`src/hw/fdc_regs_pkg.sv`:
```
package fdc_regs_pkg;

  // ********************************************************************
  // Register offsets
  // ********************************************************************
  localparam logic [2:0] OFS_STATUS_A  = 3'h0;
  localparam logic [2:0] OFS_STATUS_B  = 3'h1;
  localparam logic [2:0] OFS_MOTOR_SEL = 3'h2;
  localparam logic [2:0] OFS_TAPE      = 3'h3;
  localparam logic [2:0] OFS_MAIN_RATE = 3'h4;
  localparam logic [2:0] OFS_DATA      = 3'h5;
  localparam logic [2:0] OFS_UNUSED    = 3'h6;
  localparam logic [2:0] OFS_DIGIN_CC  = 3'h7;

  // ********************************************************************
  // Compatibility modes
  // ********************************************************************
  typedef enum logic [1:0] {
    MODE_AT  = 2'b00,
    MODE_PS  = 2'b01,
    MODE_M30 = 2'b10
  } compat_mode_t;

  // ********************************************************************
  // Field positions
  // ********************************************************************
  localparam int DO_RESET_N_BIT = 2;
  localparam int DO_DMA_EN_BIT  = 3;
  localparam int DO_MOTOR_A_BIT = 4;
  localparam int DO_MOTOR_B_BIT = 5;
  localparam int DO_MOTOR_C_BIT = 6;
  localparam int DO_MOTOR_D_BIT = 7;
  localparam int DR_SWRESET_BIT = 7;
  localparam int DR_PDOWN_BIT   = 6;
  localparam int CC_NOPREC_BIT  = 2;
  localparam int CFG_EFIFO_BIT  = 5;

  // ********************************************************************
  // Reset values and codes
  // ********************************************************************
  localparam logic [7:0] DO_RESET       = 8'h00;
  localparam logic [1:0] TAPE_RESET     = 2'h0;
  localparam logic [1:0] RATE_RESET     = 2'h0;
  localparam logic [2:0] SELECT_A_RESET  = 3'h0;
  localparam logic [2:0] SELECT_A_OFF    = 3'h7;
  localparam logic [2:0] SELECT_A_DEF    = 3'h0;
  localparam logic [7:0] INVALID_RESULT = 8'h80;
  localparam logic [7:0] CMD_CONFIGURE  = 8'h13;
  localparam logic [1:0] CFG_PARAMS     = 2'h3;
  localparam logic [1:0] CFG_FIFO_PARAM = 2'h2;
  localparam logic [3:0] FIFO_THR_RESET = 4'h0;
  localparam logic [1:0] RATE_500K      = 2'b00;
  localparam logic [1:0] RATE_300K      = 2'b01;
  localparam logic [1:0] RATE_250K      = 2'b10;
  localparam logic [1:0] RATE_1M        = 2'b11;
  localparam logic [1:0] EXT_RATE_2M    = 2'b10;
  localparam logic [7:0] READ_IDLE      = 8'h00;

  // ********************************************************************
  // Precompensation delay width in bits and delays in picoseconds
  // ********************************************************************
  localparam int         SELECT_A_W       = 18;
  localparam logic [17:0] PC_STEP_PS     = 18'd41670;
  localparam logic [17:0] PC_STEP_2M_PS  = 18'd20800;
  localparam logic [17:0] PC_DEF_LOW_PS  = 18'd125000;
  localparam logic [17:0] PC_DEF_1M_PS   = 18'd41670;
  localparam logic [17:0] PC_DEF_2M_PS   = 18'd20800;
  localparam logic [17:0] PC_ZERO_PS     = 18'd0;

endpackage

```
`src/hw/floppy_ctrl_host_registers.sv`:
```
`timescale 1ns/1ps
module floppy_ctrl_host_registers
  import fdc_regs_pkg::*;
#(
  parameter int RESULT_DEPTH = 4
)
(
  input  wire logic                 ref_clk,
  input  wire logic                 reset_n,
  input  wire logic [2:0]           reg_addr,
  input  wire logic [7:0]           reg_wdata,
  input  wire logic                 reg_wr,
  input  wire logic                 reg_rd,
  output logic      [7:0]           reg_rdata,
  input  wire logic [1:0]           compat_mode,
  input  wire logic                 three_mode_enable,
  input  wire logic [7:0]           drive_type_config,
  input  wire logic [3:0]           media_boot_config,
  input  wire logic [1:0]           extended_rate_select,
  input  wire logic                 master_reset_pin,
  input  wire logic                 second_drive_present_n,
  input  wire logic                 track_zero_in,
  input  wire logic                 index_in,
  input  wire logic                 write_protect_n,
  input  wire logic                 read_data_in,
  input  wire logic                 disk_change_in,
  input  wire logic                 fdc_irq,
  input  wire logic                 dma_request,
  input  wire logic                 step_out_n,
  input  wire logic                 head_select_n,
  input  wire logic                 head_dir_in,
  input  wire logic                 write_data_n,
  input  wire logic                 write_enable_n,
  input  wire logic [7:0]           main_flow_status_in,
  input  wire logic                 seq_busy,
  input  wire logic                 result_load,
  input  wire logic [7:0]           result_byte,
  output logic                      motor_on_a_n,
  output logic                      motor_on_b_n,
  output logic                      motor_on_c_n,
  output logic                      motor_on_d_n,
  output logic                      drive_select_a_n,
  output logic                      drive_select_b_n,
  output logic                      drive_select_c_n,
  output logic                      drive_select_d_n,
  output logic                      dma_irq_enable,
  output logic                      controller_reset,
  output logic                      power_down,
  output logic      [1:0]           rate_select,
  output logic                      reduced_write_current_n,
  output logic      [SELECT_A_W-1:0] select_a_delay_ps,
  output logic                      two_mbps_mode,
  output logic      [1:0]           tape_select,
  output logic                      fifo_enable,
  output logic      [3:0]           fifo_threshold,
  output logic      [7:0]           cmd_byte,
  output logic                      cmd_strobe,
  output logic      [$clog2(RESULT_DEPTH):0] result_count
);

  localparam int PTR_W = $clog2(RESULT_DEPTH);

  // ********************************************************************
  // Pin synchronisers
  // ********************************************************************
  logic [6:0] pin_meta_ff;
  logic [6:0] pin_sync_ff;
  logic       rdata_prev_ff;
  logic       wdata_prev_ff;
  logic       step_prev_ff;

  always_ff @(posedge ref_clk or negedge reset_n)
  begin
    if (!reset_n)
    begin
      pin_meta_ff <= 7'h00;
      pin_sync_ff <= 7'h00;
    end
    else
    begin
      pin_meta_ff <= {disk_change_in, read_data_in, write_protect_n, index_in,
                      track_zero_in, second_drive_present_n, master_reset_pin};
      pin_sync_ff <= pin_meta_ff;
    end
  end

  wire mrst_s   = pin_sync_ff[0];
  wire dual_n_s = pin_sync_ff[1];
  wire trk0_s   = pin_sync_ff[2];
  wire index_s  = pin_sync_ff[3];
  wire wp_n_s   = pin_sync_ff[4];
  wire rdata_s  = pin_sync_ff[5];
  wire dchg_s   = pin_sync_ff[6];

  // ********************************************************************
  // Address decode
  // ********************************************************************
  compat_mode_t mode;
  assign mode = compat_mode_t'(compat_mode);

  wire wr_do   = reg_wr && (reg_addr == OFS_MOTOR_SEL);
  wire wr_tape = reg_wr && (reg_addr == OFS_TAPE);
  wire wr_dr   = reg_wr && (reg_addr == OFS_MAIN_RATE);
  wire wr_data = reg_wr && (reg_addr == OFS_DATA);
  wire wr_cc   = reg_wr && (reg_addr == OFS_DIGIN_CC);
  wire rd_sa   = reg_rd && (reg_addr == OFS_STATUS_A);
  wire rd_sb   = reg_rd && (reg_addr == OFS_STATUS_B);
  wire rd_data = reg_rd && (reg_addr == OFS_DATA);

  // ********************************************************************
  // Control registers
  // ********************************************************************
  logic [7:0] do_ff;
  logic [1:0] tape_ff;
  logic [1:0] rate_ff;
  logic [2:0] select_a_ff;
  logic       noprec_ff;
  logic       swreset_ff;

  always_ff @(posedge ref_clk or negedge reset_n)
  begin
    if (!reset_n)
      do_ff <= DO_RESET;
    else if (mrst_s)
      do_ff <= DO_RESET;
    else if (wr_do)
      do_ff <= reg_wdata;
  end

  always_ff @(posedge ref_clk or negedge reset_n)
  begin
    if (!reset_n)
      tape_ff <= TAPE_RESET;
    else if (wr_tape)
      tape_ff <= reg_wdata[1:0];
  end

  // Offsets 4 and 7 never strobe together, so the last write simply wins.
  always_ff @(posedge ref_clk or negedge reset_n)
  begin
    if (!reset_n)
    begin
      rate_ff    <= RATE_RESET;
      select_a_ff <= SELECT_A_RESET;
      power_down <= 1'b0;
      noprec_ff  <= 1'b0;
      swreset_ff <= 1'b0;
    end
    else
    begin
      swreset_ff <= wr_dr && reg_wdata[DR_SWRESET_BIT];
      if (wr_dr)
      begin
        rate_ff    <= reg_wdata[1:0];
        select_a_ff <= reg_wdata[4:2];
        power_down <= reg_wdata[DR_PDOWN_BIT];
      end
      else if (wr_cc)
      begin
        rate_ff   <= reg_wdata[1:0];
        noprec_ff <= reg_wdata[CC_NOPREC_BIT];
      end
    end
  end

  // ********************************************************************
  // Drive-side outputs
  // ********************************************************************
  wire two_m = (rate_ff == RATE_300K) && (extended_rate_select == EXT_RATE_2M);

  always_ff @(posedge ref_clk or negedge reset_n)
  begin
    if (!reset_n)
    begin
      motor_on_a_n            <= 1'b1;
      motor_on_b_n            <= 1'b1;
      motor_on_c_n            <= 1'b1;
      motor_on_d_n            <= 1'b1;
      drive_select_a_n        <= 1'b1;
      drive_select_b_n        <= 1'b1;
      drive_select_c_n        <= 1'b1;
      drive_select_d_n        <= 1'b1;
      dma_irq_enable          <= 1'b0;
      controller_reset        <= 1'b1;
      rate_select             <= RATE_RESET;
      reduced_write_current_n <= 1'b1;
      two_mbps_mode           <= 1'b0;
      tape_select             <= TAPE_RESET;
    end
    else
    begin
      motor_on_a_n     <= ~do_ff[DO_MOTOR_A_BIT];
      motor_on_b_n     <= ~do_ff[DO_MOTOR_B_BIT];
      motor_on_c_n     <= ~do_ff[DO_MOTOR_C_BIT];
      motor_on_d_n     <= ~do_ff[DO_MOTOR_D_BIT];
      drive_select_a_n <= (do_ff[1:0] != 2'd0);
      drive_select_b_n <= (do_ff[1:0] != 2'd1);
      drive_select_c_n <= (do_ff[1:0] != 2'd2);
      drive_select_d_n <= (do_ff[1:0] != 2'd3);
      dma_irq_enable   <= do_ff[DO_DMA_EN_BIT];
      controller_reset <= mrst_s || !do_ff[DO_RESET_N_BIT] || swreset_ff;
      rate_select      <= rate_ff;
      reduced_write_current_n <= (rate_ff == RATE_500K) || (rate_ff == RATE_1M);
      two_mbps_mode    <= two_m;
      tape_select      <= tape_ff;
    end
  end

  always_ff @(posedge ref_clk or negedge reset_n)
  begin
    if (!reset_n)
      select_a_delay_ps <= PC_DEF_LOW_PS;
    else if (select_a_ff == SELECT_A_OFF)
      select_a_delay_ps <= PC_ZERO_PS;
    else if (select_a_ff == SELECT_A_DEF)
      select_a_delay_ps <= two_m ? PC_DEF_2M_PS : (rate_ff == RATE_1M) ? PC_DEF_1M_PS : PC_DEF_LOW_PS;
    else
      select_a_delay_ps <= SELECT_A_W'(select_a_ff * (two_m ? PC_STEP_2M_PS : PC_STEP_PS));
  end

  // ********************************************************************
  // Pin toggles and latches
  // ********************************************************************
  // Latches clear on a read of their status register; a new edge in the
  // same cycle wins so that no event is lost.
  logic wd_toggle_ff;
  logic rd_toggle_ff;
  logic step_latch_ff;
  logic wd_latch_ff;
  logic rd_latch_ff;
  logic we_latch_ff;

  wire wd_rise   = write_data_n && !wdata_prev_ff;
  wire rd_rise   = rdata_s && !rdata_prev_ff;
  wire step_fall = !step_out_n && step_prev_ff;

  always_ff @(posedge ref_clk or negedge reset_n)
  begin
    if (!reset_n)
    begin
      wdata_prev_ff <= 1'b1;
      rdata_prev_ff <= 1'b0;
      step_prev_ff  <= 1'b1;
      wd_toggle_ff  <= 1'b0;
      rd_toggle_ff  <= 1'b0;
      step_latch_ff <= 1'b0;
      wd_latch_ff   <= 1'b0;
      rd_latch_ff   <= 1'b0;
      we_latch_ff   <= 1'b0;
    end
    else
    begin
      wdata_prev_ff <= write_data_n;
      rdata_prev_ff <= rdata_s;
      step_prev_ff  <= step_out_n;
      wd_toggle_ff  <= wd_toggle_ff ^ wd_rise;
      rd_toggle_ff  <= rd_toggle_ff ^ rd_rise;
      step_latch_ff <= step_fall || (step_latch_ff && !rd_sa);
      wd_latch_ff   <= wd_rise || (wd_latch_ff && !rd_sb);
      rd_latch_ff   <= rd_rise || (rd_latch_ff && !rd_sb);
      we_latch_ff   <= !write_enable_n || (we_latch_ff && !rd_sb);
    end
  end

  // ********************************************************************
  // Command and result path
  // ********************************************************************
  function automatic logic is_valid_cmd(input logic [7:0] b);
    logic ok;
    ok = 1'b0;
    case (b[4:0])
      5'h02, 5'h05, 5'h06, 5'h09, 5'h0A, 5'h0C, 5'h0D, 5'h11, 5'h16, 5'h19, 5'h1D: ok = 1'b1;
      5'h03, 5'h04, 5'h07, 5'h08, 5'h0E, 5'h10, 5'h12, 5'h13: ok = (b[7:5] == 3'h0);
      5'h0F: ok = (b[5] == 1'b0);
      5'h14: ok = (b[6:5] == 2'h0);
      default: ok = 1'b0;
    endcase
    return ok;
  endfunction

  logic [7:0]       res_mem_ff [RESULT_DEPTH];
  logic [PTR_W-1:0] res_rd_ff;
  logic [PTR_W-1:0] res_wr_ff;
  logic [1:0]       cfg_left_ff;

  wire idle_cmd  = wr_data && (cfg_left_ff == 2'h0) && !seq_busy && !controller_reset;
  wire start_cfg = idle_cmd && (reg_wdata == CMD_CONFIGURE);
  wire bad_cmd   = idle_cmd && !is_valid_cmd(reg_wdata);
  wire fwd_byte  = wr_data && (cfg_left_ff == 2'h0) && !controller_reset && !bad_cmd && !start_cfg;
  wire res_full  = (result_count == RESULT_DEPTH[PTR_W:0]);
  wire res_pop   = rd_data && (result_count != '0);
  wire res_push  = result_load && !res_full && !controller_reset;

  always_ff @(posedge ref_clk or negedge reset_n)
  begin
    if (!reset_n)
    begin
      cfg_left_ff    <= 2'h0;
      fifo_enable    <= 1'b0;
      fifo_threshold <= FIFO_THR_RESET;
    end
    else if (controller_reset)
    begin
      cfg_left_ff    <= 2'h0;
      fifo_enable    <= 1'b0;
      fifo_threshold <= FIFO_THR_RESET;
    end
    else if (start_cfg)
      cfg_left_ff <= CFG_PARAMS;
    else if (wr_data && (cfg_left_ff != 2'h0))
    begin
      cfg_left_ff <= cfg_left_ff - 2'h1;
      if (cfg_left_ff == CFG_FIFO_PARAM)
      begin
        fifo_enable    <= !reg_wdata[CFG_EFIFO_BIT];
        fifo_threshold <= reg_wdata[3:0];
      end
    end
  end

  always_ff @(posedge ref_clk or negedge reset_n)
  begin
    if (!reset_n)
    begin
      cmd_byte   <= 8'h00;
      cmd_strobe <= 1'b0;
    end
    else
    begin
      cmd_strobe <= fwd_byte;
      if (fwd_byte)
        cmd_byte <= reg_wdata;
    end
  end

  // An unknown command discards any stale results and leaves only 80H.
  always_ff @(posedge ref_clk or negedge reset_n)
  begin
    if (!reset_n)
    begin
      res_rd_ff    <= '0;
      res_wr_ff    <= '0;
      result_count <= '0;
    end
    else if (controller_reset)
    begin
      res_rd_ff    <= '0;
      res_wr_ff    <= '0;
      result_count <= '0;
    end
    else if (bad_cmd)
    begin
      res_rd_ff    <= '0;
      res_wr_ff    <= PTR_W'(1);
      result_count <= (PTR_W+1)'(1);
    end
    else
    begin
      if (res_push)
        res_wr_ff <= res_wr_ff + PTR_W'(1);
      if (res_pop)
        res_rd_ff <= res_rd_ff + PTR_W'(1);
      result_count <= result_count + (PTR_W+1)'(res_push) - (PTR_W+1)'(res_pop);
    end
  end

  always_ff @(posedge ref_clk)
  begin
    if (bad_cmd)
      res_mem_ff[0] <= INVALID_RESULT;
    else if (res_push)
      res_mem_ff[res_wr_ff] <= result_byte;
  end

  // ********************************************************************
  // Read data
  // ********************************************************************
  logic [7:0] sa_val;
  logic [7:0] sb_val;
  logic [7:0] di_val;
  logic [7:0] td_val;
  logic [7:0] rd_mux;

  always_comb
  begin
    sa_val = 8'h00;
    sb_val = 8'h00;
    di_val = {~dchg_s, 7'h00};
    case (mode)
      MODE_PS:
      begin
        sa_val = {fdc_irq, dual_n_s, ~step_out_n, trk0_s,
                  ~head_select_n, index_s, wp_n_s, head_dir_in};
        sb_val = {2'b11, do_ff[0], wd_toggle_ff, rd_toggle_ff,
                  ~write_enable_n, ~motor_on_b_n, ~motor_on_a_n};
        di_val = {~dchg_s, 4'hF, rate_ff, (rate_ff == RATE_300K) || (rate_ff == RATE_250K)};
      end
      MODE_M30:
      begin
        sa_val = {fdc_irq, dma_request, ~step_latch_ff, ~trk0_s,
                  head_select_n, ~index_s, ~wp_n_s, ~head_dir_in};
        sb_val = {dual_n_s, drive_select_b_n, drive_select_a_n, ~wd_latch_ff,
                  ~rd_latch_ff, ~we_latch_ff, drive_select_d_n, drive_select_c_n};
        di_val = {dchg_s, 3'h7, do_ff[DO_DMA_EN_BIT], noprec_ff, rate_ff};
      end
      default:
      begin
        sa_val = 8'h00;
        sb_val = 8'h00;
      end
    endcase
    if (three_mode_enable)
      td_val = {media_boot_config[3:2], 2'(drive_type_config >> {do_ff[1:0], 1'b0}),
                media_boot_config[1:0], tape_ff};
    else
      td_val = {6'h00, tape_ff};
    case (reg_addr)
      OFS_STATUS_A:  rd_mux = sa_val;
      OFS_STATUS_B:  rd_mux = sb_val;
      OFS_TAPE:      rd_mux = td_val;
      OFS_MAIN_RATE: rd_mux = main_flow_status_in;
      OFS_DATA:      rd_mux = (result_count != '0) ? res_mem_ff[res_rd_ff] : READ_IDLE;
      OFS_DIGIN_CC:  rd_mux = di_val;
      default:       rd_mux = READ_IDLE;
    endcase
  end

  always_ff @(posedge ref_clk or negedge reset_n)
  begin
    if (!reset_n)
      reg_rdata <= READ_IDLE;
    else
      reg_rdata <= reg_rd ? rd_mux : READ_IDLE;
  end
endmodule // floppy_ctrl_host_registers

```
`config.mk`:
```
export PLATFORM = sky130hd
export DESIGN_NAME = floppy_ctrl_host_registers
export DESIGN_NICKNAME = d
export VERILOG_FILES = /design/src/hw/fdc_regs_pkg.sv /design/src/hw/floppy_ctrl_host_registers.sv
export SDC_FILE = /design/constraint.sdc
export NUM_CORES = 1
export LEC_CHECK = 0
export ABC_AREA = 1
export BUFFER_PORTS_ARGS = -buffer_cell sky130_fd_sc_hd__buf_4
export CAP_MARGIN = 40
export CORE_UTILIZATION = 35
export CTS_CLUSTER_DIAMETER = 50
export DETAILED_ROUTE_END_ITERATION = 8
export GPL_TIMING_DRIVEN = 0
export SLEW_MARGIN = 20
export SYNTH_ARGS = -nofsm -noshare
export SYNTH_HDL_FRONTEND = slang
export SYNTH_SLANG_ARGS = --single-unit
export TNS_END_PERCENT = 20
```
`constraint.sdc`:
```
create_clock -name ref_clk -period 6.88 [get_ports ref_clk]
set_input_delay 1.376 -clock ref_clk [delete_from_list [all_inputs] [get_ports ref_clk]]
set_output_delay 1.376 -clock ref_clk [all_outputs]
set_load 0.01 [all_outputs]
```
# [Word level (Yosys, flattened, before mapping)]
# Memory sizes are Yosys's and may differ from the RTL's.
# Cells that the tools add are included.
# W data, S select, Z words.
[word_totals] regBits=106 mem_bits_rw=32 in_bits=64 word_cells=229 n_memories=1
[memory_table] memory="res_mem_ff" words=4 word_bits=8 rd=1 rd_clocked_by_memory_dff=0 write_ports=1 line_no="floppy_ctrl_host_registers.sv:281" source="logic [7:0] res_mem_ff [RESULT_DEPTH];"
[op_classes] addsub=5 mul=1 eq_ne=41 shift=1 mux=44 bitwise=22 reduce_logical=72
[ops] op="$mux W8" n=6
[ops] op="$pmux W8 S2" n=3
[ops] op="$pmux W8 S6" n=1
[ops] op="$eq A5 B5 Y1 const B" n=8
[ops] op="$mux W18" n=2
[ops] op="$eq A5 B4 Y1 const B" n=7
[ops] op="$mux W17" n=2
[ops] op="$logic_and A1 B1 Y1" n=29
[ops] op="$mux W2" n=12
[ops] op="$eq A5 B3 Y1 const B" n=4
[ops] op="$not A1 Y1" n=20
[ops] op="$mul A3 B16 Y18" n=1
[ops] op="$mux W16" n=1
[ops] op="$mux W4" n=4
[ops] op="$reduce_or A8 Y1" n=2
[ops] op="$eq A3 B3 Y1 const B" n=5
[ops] op="$logic_not A1 Y1" n=14
[ops] op="$reduce_bool A2 Y1" n=6
[ops] op="$reduce_bool A3 Y1" n=4
[ops] op="$reduce_or A11 Y1" n=1
[ops] op="$eq A2 B2 Y1 const B" n=5
[ops] op="$eq A5 B2 Y1 const B" n=2
[ops] op="$mux W1" n=10
[ops] op="$logic_not A3 Y1" n=3
[ops] op="other kinds (18)" n=34

# [Longest topological paths before layout]
# Gate-level depths: netlist of the first run.
[depth] depth_word=10 mapped_depth=23

# [Worst setup path before layout of the first run]
# No wires, ideal clock.
[synth_timing] path_type="input-to-reg" startpoint="input port extended_rate_select[1]" endpoint="register select_a_delay_ps[14]" setup_time_ps=73 t_arrival_ps=3426 required_time_ps=6807 slack_ps=3381 path_stages=17 cell_sequence="nand2_1 nor2_2 nor2_1 inv_1 nand2_1 nand2_1 inv_1 ha_1 ha_1 inv_1 fa_1 o21ai_0 nand2_1 nand2_1 nand3_1 xor2_1 a21oi_1"
[synth_via] elab_chain_cells=6
[synth_lines] element="start, declared" line_no="floppy_ctrl_host_registers.sv:19" source="input wire logic [1:0] extended_rate_select,"
[synth_lines] element="$eq A2 B2 Y1 (*)" line_no="floppy_ctrl_host_registers.sv:169" source="wire two_m = (rate_ff == RATE_300K) && (extended_rate_select == EXT_RATE_2M);"
[synth_lines] element="$logic_and A1 B1 Y1 (*)" line_no="floppy_ctrl_host_registers.sv:169"
[synth_lines] element="net two_m" line_no="floppy_ctrl_host_registers.sv:169"
[synth_lines] element="$mux W16" line_no="floppy_ctrl_host_registers.sv:218" source="select_a_delay_ps <= SELECT_A_W'(select_a_ff * (two_m ? PC_STEP_2M_PS : PC_STEP_PS));"
[synth_lines] element="$mul A3 B16 Y18" line_no="floppy_ctrl_host_registers.sv:218"
[synth_lines] element="$mux W18 (*)" line_no="floppy_ctrl_host_registers.sv:215" source="else if (select_a_ff == SELECT_A_DEF)"
[synth_lines] element="$mux W18 (*)" line_no="floppy_ctrl_host_registers.sv:213" source="else if (select_a_ff == SELECT_A_OFF)"
[synth_lines] element="end signal, assigned" line_no="floppy_ctrl_host_registers.sv:216" source="select_a_delay_ps <= two_m ? PC_DEF_2M_PS : (rate_ff == RATE_1M) ? PC_DEF_1M_PS : PC_DEF_LOW_PS;"
[synth_lines] element="end signal, assigned" line_no="floppy_ctrl_host_registers.sv:218"
[synth_lines] element="end, declared" line_no="floppy_ctrl_host_registers.sv:51" source="output logic [SELECT_A_W-1:0] select_a_delay_ps,"
# Mark *: on every way through the listed nets, which the timed path passes. The rest lies on a longest branch.
# A chain may end at the register's enable or synchronous reset.

# [Worst setup path after layout of the first run]
# Same ends and word-level chain as after synthesis.

==> impl_metrics.env, run 1 <==
export IMPL_finalNonFillerCells=1061
export IMPL_pin_count=124
export IMPL_fin_nets=912
export IMPL_area_delta_synth_final_pct=28.7
export IMPL_drtAntennaViolNets=0
export IMPL_path_max_fanout=10
export IMPL_fin_crit_ns=3.55
export IMPL_synth_edf_count=32
export IMPL_place_inst=1029
export IMPL_first_pass_iters=4
export IMPL_die_w_um=136
export IMPL_yosysMostFrequentCell="nand2_1"
export IMPL_async_reset_ff_share_pct=76.6
export IMPL_path_clk_slew_ns=0.06
export IMPL_hpwl_mm=12.2
export IMPL_internal_power_mw=1.58
export IMPL_crit_path_end_kind="flop"
export IMPL_slew_limit_headroom_pct=42.5
export IMPL_slowest_stage="fa_1"
export IMPL_clock_path_buffers=2
export IMPL_h_tree_depth=4
export IMPL_tns_ns=0
export IMPL_cp_common_cell="nand2_1"
export IMPL_critPathLaunchType="input port"
export IMPL_grt_pass1_wl_mm=25.9
export IMPL_row_count=48
export IMPL_cts_resized=0
export IMPL_synth_top_area_share_pct=34.3
export IMPL_synthTopCellsByArea="dfrtp_1, edfxtp_1, nand2_1"
export IMPL_status="complete, no violations"
export IMPL_drt_vias_per_instance=4.76
export IMPL_ir_worst_vdd_mv=0.194
export IMPL_io_buffers=122
export IMPL_ys_seq_area_share_pct=57.5
export IMPL_grt_pass1_vias=4934
export IMPL_fin_util_pct=46.4
export IMPL_synth_commonest_cells="nand2_1, inv_1, dfrtp_1"
export IMPL_power_density_nw_per_um2=268
export IMPL_cpPeakStageDelay_ns=0.41
export IMPL_final_hold_violation_count=0
export IMPL_r2r_start="rate_ff[1]$_DFFE_PN0P_"
export IMPL_cts_tree="done"
export IMPL_min_from="pin_meta_ff[5]$_DFF_PN0_"
export IMPL_tightestPinTransition_ns=0.860
export IMPL_postCtsSetupBuffers=0
export IMPL_finalCritPeriodShare_pct=51.6
export IMPL_synth_avg_cell_area_um2=9.28
export IMPL_layout_drive_gt1_share_pct=22.7
export IMPL_dr_total_vias=5053
export IMPL_initial_core_util_pct=36.1
export IMPL_setup_worst_path_class="in -> reg"
export IMPL_drv_slew=0
export IMPL_cts_buffers=17
export IMPL_crit_family="simple AND/OR/NAND/NOR gates"
export IMPL_swShare_pct=26.8
export IMPL_p_switching_mw=0.579
export IMPL_critPathArrivalTime_ns=3.88
export IMPL_cts_sink_count=137
export IMPL_synth_main_ff_cell="dfrtp_1"
export IMPL_drv_cap=0
export IMPL_fmax_ghz=0.282
export IMPL_post_route_drc_count=0
export IMPL_routabilityCongestion=0.866
export IMPL_p_leak_nw=3.88
export IMPL_wl_mm=16.3
export IMPL_clock_root_buffer="clkbuf_16"
export IMPL_rsz0062_at_grt="no"
export IMPL_drt_iter0_drc=311
export IMPL_dieArea_um2=18500
export IMPL_p_seq_share_pct=44.1
export IMPL_clock_latency_ns=0.42
export IMPL_placed_area_um2=7540
export IMPL_grt_antenna_before_repair=0
export IMPL_path_cells="buf_4 -> nand2_1 -> nor2_2 -> nor2_1 -> inv_1 -> nand2_1 -> nand2_1 -> inv_1 -> ha_1 -> ha_1 -> inv_1 -> fa_1 -> o21ai_0 -> nand2_1 -> nand2_1 -> nand3_1 -> xor2_1 -> a21oi_1"
export IMPL_cts_hold_buffers_added=0
export IMPL_comb_power_share_pct=17.8
export IMPL_finalSetupViolCount=0
export IMPL_rrSetupSlack_ns=3.59
export IMPL_wl_per_cell_um=15.4
export IMPL_p_total_mw=2.16
export IMPL_worst_path_buf_inv=4
export IMPL_hp_class="reg -> reg"
export IMPL_finClkSkew_ns=0.0160
export IMPL_grt_max_degree=71
export IMPL_grt_usage_pct=18.9
export IMPL_stdcell_area_um2=8080
export IMPL_worstRegToRegCells=19
export IMPL_synth_cell_types=44
export IMPL_yosysWarnings=0
export IMPL_ys_ff_latch=137
export IMPL_syn_inst=677
export IMPL_placeableCoreArea_um2=17400
export IMPL_r2r_end="select_a_delay_ps[14]$_DFF_PN1_"
export IMPL_antenna_cells=0
export IMPL_p_clk_share_pct=38.2
export IMPL_synth_top_cell_by_area="dfrtp_1"
export IMPL_die_h_um=136
export IMPL_hold_end="pin_sync_ff[5]$_DFF_PN0_"
export IMPL_grt_ovfl_total=0
export IMPL_syn_area_um2=6280
export IMPL_whs_path_depth=0
export IMPL_worstPathRequired_ns=7.21
-- metrics by stage --
stage | setup slack (ns) | hold slack, ns
2_1_floorplan | 3.38 | 0.331
3_3_place_gp | 2.85 | 0.333
3_5_place_dp | 2.89 | 0.337
4_1_cts | 3.32 | 0.350
5_1_grt | 3.03 | 0.362
6_report | 3.33 | 0.348
-- worst register-to-register path, cell delays in order, from the launching register on --
cell	delay, ns
dfrtp_1	0.42
inv_1	0.13
ha_1	0.22
nand2_1	0.08
nor2_2	0.31
nor2_1	0.11
inv_1	0.11
nand2_1	0.06
nand2_1	0.05
inv_1	0.04
ha_1	0.27
ha_1	0.18
inv_1	0.06
fa_1	0.41
o21ai_0	0.18
nand2_1	0.06
nand2_1	0.13
nand3_1	0.10
xor2_1	0.16
a21oi_1	0.15
-- power by group through the flow --
stage | sequential [mW] | clock [mW] | combinational (mW)
4_1_cts | 0.955 | 0.844 | 0.389
6_report | 0.954 | 0.825 | 0.384
3_5_place_dp | 0.969 | 0 | 0.387
5_1_grt | 0.962 | 0.875 | 0.434
3_3_place_gp | 0.967 | 0 | 0.380
2_1_floorplan | 0.989 | 0 | 0.177
-- cells by family (layout without fill, tap and decap cells) --
| family | after synthesis | count (layout) | synth area share [%] |
|---|---|---|---|
| flip-flops | 137 | 137 | 57.5 |
| AO/OA/AOI/OAI | 127 | 127 | 11.1 |
| buffers and inverters | 109 | 266 | 6.73 |
| adder cells (fa/ha/maj) | 24 | 24 | 5.02 |
| XOR/XNOR | 10 | 10 | 1.39 |
| AND/OR/NAND/NOR | 269 | 269 | 18.2 |
| other | 1 | 3 | 0.0597 |
-- routing by layer --
metal	global-route usage, %	share of wire, %	vias up
met3	4.66	5.7	18
met1	25.9	47	2381
met4	6.11	1.6	0
li1	-	-	2516
met5	0	0	-
met2	29.3	45	138
-- state kept, by name, summed over array words and instances, names as in the netlist, 2 cells and up --
name	cells
res_mem_ff	32
select_a_delay_ps	17
cmd_byte	8
do_ff	8
reg_rdata	8
pin_meta_ff	7
pin_sync_ff	7
fifo_threshold	4
result_count	3
select_a_ff	3
cfg_left_ff	2
rate_ff	2
rate_select	2
res_rd_ff	2
res_wr_ff	2
tape_ff	2
tape_select	2
-- final cells by class --
cell class	count	area [um2]
repair buffers	126	967
well taps	225	282
flip-flops and latches	137	3610
plain buffers	14	66.3
multi-input cells	433	2260
inverters	95	357
clock buffers	25	495
clock inverters	6	41.3
fillers	1711	9330
-- cells in the final DEF, fill, tap and decap left out, types with 2 or more instances in the layout --
cell type,instances
xnor2_1,4
clkinv_4,2
fa_1,2
dfrtp_1,86
o21ai_0,67
nand2_2,2
clkbuf_8,4
o22ai_1,18
edfxtp_1,32
a22oi_1,3
a21oi_1,26
dfstp_2,19
xor2_1,6
nand4_1,7
buf_4,124
a31oi_1,4
buf_2,3
ha_1,22
nor3_1,5
nor2_2,3
clkbuf_1,14
nor2_1,74
buf_6,2
nand3_1,34
clkinv_2,2
conb_1,3
nor3_2,2
clkbuf_16,17
nand2_1,135
inv_1,93
-- worst max-delay path by stage --
stage / slack [ns] / start / cells past startpoint / to
after floorplan: 3.38 / extended_rate_select[1] / 17 / select_a_delay_ps[14]$_DFF_PN1_
after global placement: 2.85 / reg_wdata[3] / 10 / res_mem_ff[2][6]$_DFFE_PP_
after detailed placement: 2.89 / extended_rate_select[1] / 18 / select_a_delay_ps[14]$_DFF_PN1_
after CTS: 3.32 / extended_rate_select[1] / 18 / select_a_delay_ps[14]$_DFF_PN1_
after global routing: 3.03 / extended_rate_select[1] / 18 / select_a_delay_ps[14]$_DFF_PN1_
final: 3.33 / extended_rate_select[1] / 18 / select_a_delay_ps[14]$_DFF_PN1_
No activity file was read; power rests on OpenSTA's default activity.
==> inputs of run 2 (changes only) <==
==> constraint.sdc (replaced) <==
create_clock -name ref_clk -period 3.6 [get_ports ref_clk]
set_input_delay 0.72 -clock ref_clk [delete_from_list [all_inputs] [get_ports ref_clk]]
set_output_delay 0.72 -clock ref_clk [all_outputs]
set_load 0.01 [all_outputs]
==> run 2 against run 1 <==
Compared with the run above:
- final cell count did not move
- highest routed layer unchanged
- core utilization is essentially flat
- non-clock buffer count did not move
==> impl_metrics.env, run 2 (synthesis gave the netlist of run 1 again) <==
export IMPL_routabilityCongestion=0.866
export IMPL_ir_worst_vdd_mv=0.371
export IMPL_pin_count=124
export IMPL_critPathArrivalTime_ns=3.52
export IMPL_p_total_mw=4.13
export IMPL_crit_path_end_kind="flop"
export IMPL_n_fill_cell=1710
export IMPL_status="complete, no violations"
export IMPL_grt_ovfl_total=0
export IMPL_final_common_cell="nand2_1"
export IMPL_drt_vias_per_instance=4.76
export IMPL_path_clk_slew_ns=0.06
export IMPL_die_h_um=136
export IMPL_rsz0062_at_grt="no"
export IMPL_post_route_drc_count=0
export IMPL_wl_mm=16.3
export IMPL_finalCritPeriodShare_pct=88.5
export IMPL_tightestPinTransition_ns=0.860
export IMPL_multi_input_area_um2=2270
export IMPL_finalSetupViolCount=0
export IMPL_layout_drive_gt1_share_pct=22.7
export IMPL_grt_max_degree=71
export IMPL_seq_area_um2=3610
export IMPL_cts_buffers=17
export IMPL_cts_hold_buffers_added=0
export IMPL_grt_pass1_vias=4934
export IMPL_clock_latency_ns=0.42
export IMPL_top_register="res_mem_ff"
export IMPL_row_count=48
export IMPL_p_leak_nw=3.88
export IMPL_clock_root_buffer="clkbuf_16"
export IMPL_h_tree_depth=4
export IMPL_placeableCoreArea_um2=17400
export IMPL_initial_core_util_pct=36.1
export IMPL_grt_pass1_wl_mm=25.9
export IMPL_power_density_nw_per_um2=511
export IMPL_place_inst=1029
export IMPL_wl_per_cell_um=15.4
export IMPL_dr_total_vias=5054
export IMPL_largest_registers="res_mem_ff: 32 flops, select_a_delay_ps: 17 flops"
export IMPL_final_hold_violation_count=0
export IMPL_finalNonFillerCells=1061
export IMPL_drt_iter0_drc=326
export IMPL_cts_sink_count=137
export IMPL_finClkSkew_ns=0.0160
export IMPL_fmax_ghz=0.314
export IMPL_dieArea_um2=18500
export IMPL_cts_tree="done"
export IMPL_layout_common_cells="nand2_1, buf_4, inv_1"
export IMPL_worstPathRequired_ns=3.93
export IMPL_fin_util_pct=46.4
export IMPL_drv_slew=0
export IMPL_setup_worst_path_class="reg -> reg"
export IMPL_first_pass_iters=5
export IMPL_area_delta_synth_final_pct=28.8
export IMPL_fin_nets=912
export IMPL_io_buffers=122
export IMPL_critPathLaunchType="flop"
export IMPL_largest_reg_flops=32
export IMPL_antenna_cells=0
export IMPL_hp_class="in -> async"
export IMPL_path_max_fanout=10
export IMPL_slew_limit_headroom_pct=42.5
export IMPL_die_w_um=136
export IMPL_grt_usage_pct=18.9
export IMPL_drtAntennaViolNets=0
export IMPL_fin_crit_ns=3.18
export IMPL_hpwl_mm=12.2
export IMPL_grt_antenna_before_repair=0
export IMPL_drv_cap=0
export IMPL_tns_ns=0
export IMPL_clock_path_buffers=2
[run 2: cell counts in the layout (fill, tap and decap cells not counted)]
Identical to the previous run, type by type.
[run 2: critical path, cell delays in order, from the launching register on]
cell and delay, ns:
dfrtp_1 0.42, inv_1 0.13, ha_1 0.22, nand2_1 0.10, nor2_4 0.21, nor2_1 0.09, inv_1 0.10, nand2_1 0.06
nand2_1 0.05, inv_1 0.04, ha_1 0.27, ha_1 0.18, inv_1 0.06, fa_1 0.41, o21ai_0 0.18, nand2_1 0.06
nand2_1 0.13, nand3_1 0.10, xor2_1 0.16, a21oi_1 0.15
[run 2: worst paths after layout]
check / cells after the start / end / slack (ns) / from
hold / removal: 1 / select_a_delay_ps[10]$_DFF_PN0_ / 0.20 / reset_n
max in group asynchronous: 2 / motor_on_b_n$_DFF_PN1_ / 2.71 / reset_n
setup reg to reg: 19 / select_a_delay_ps[14]$_DFF_PN1_ / 0.42 / rate_ff[1]$_DFFE_PN0P_
setup / recovery: 19 / select_a_delay_ps[14]$_DFF_PN1_ / 0.42 / rate_ff[1]$_DFFE_PN0P_
min in group ref_clk: 0 / pin_sync_ff[5]$_DFF_PN0_ / 0.35 / pin_meta_ff[5]$_DFF_PN0_
hold reg to reg: 0 / pin_sync_ff[5]$_DFF_PN0_ / 0.35 / pin_meta_ff[5]$_DFF_PN0_
[run 2: report_power, final]
| group | internal, mW | switching [mW] |
|---|---|---|
| sequential | 1.76 | 0.0649 |
| clock | 0.949 | 0.628 |
| combinational | 0.321 | 0.414 |
[run 2: metrics by stage]
stage          setup slack [ns]  area (um2)  hold slack (ns)
6_report                  0.415        8090            0.198
5_1_grt                  0.0896        8090            0.208
4_1_cts                   0.276        8080            0.197
3_5_place_dp              0.270        7540            0.337
3_3_place_gp              0.228        7480            0.333
2_1_floorplan             0.757        6290            0.331
[run 2: repair_timing]
item                                    CTS  global route
endpoints found under the setup margin    0             1
setup buffers                             0             0
gates resized for setup                   0             1
[run 2: layer usage]
| metal | up-vias | share of wire (%) | GRT usage (%) | wire [um] |
|---|---|---|---|---|
| li1 | 2515 | - | - | - |
| met1 | 2382 | 47 | 25.9 | 7730 |
| met2 | 139 | 45 | 29.3 | 7400 |
| met3 | 18 | 5.7 | 4.66 | 924 |
| met4 | 0 | 1.6 | 6.11 | 262 |
| met5 | - | 0 | 0 | 0 |
[run 2: cell type report]
type                            instances  share of cell area [%]
Sequential cell                       137                    44.7
Multi-Input combinational cell        433                    28.0
Timing Repair Buffer                  126                    12.0
Clock buffer                           25                    6.13
Inverter                               95                    4.41
Tap cell                              225                    3.48
Buffer                                 14                   0.820
Clock inverter                          6                   0.511
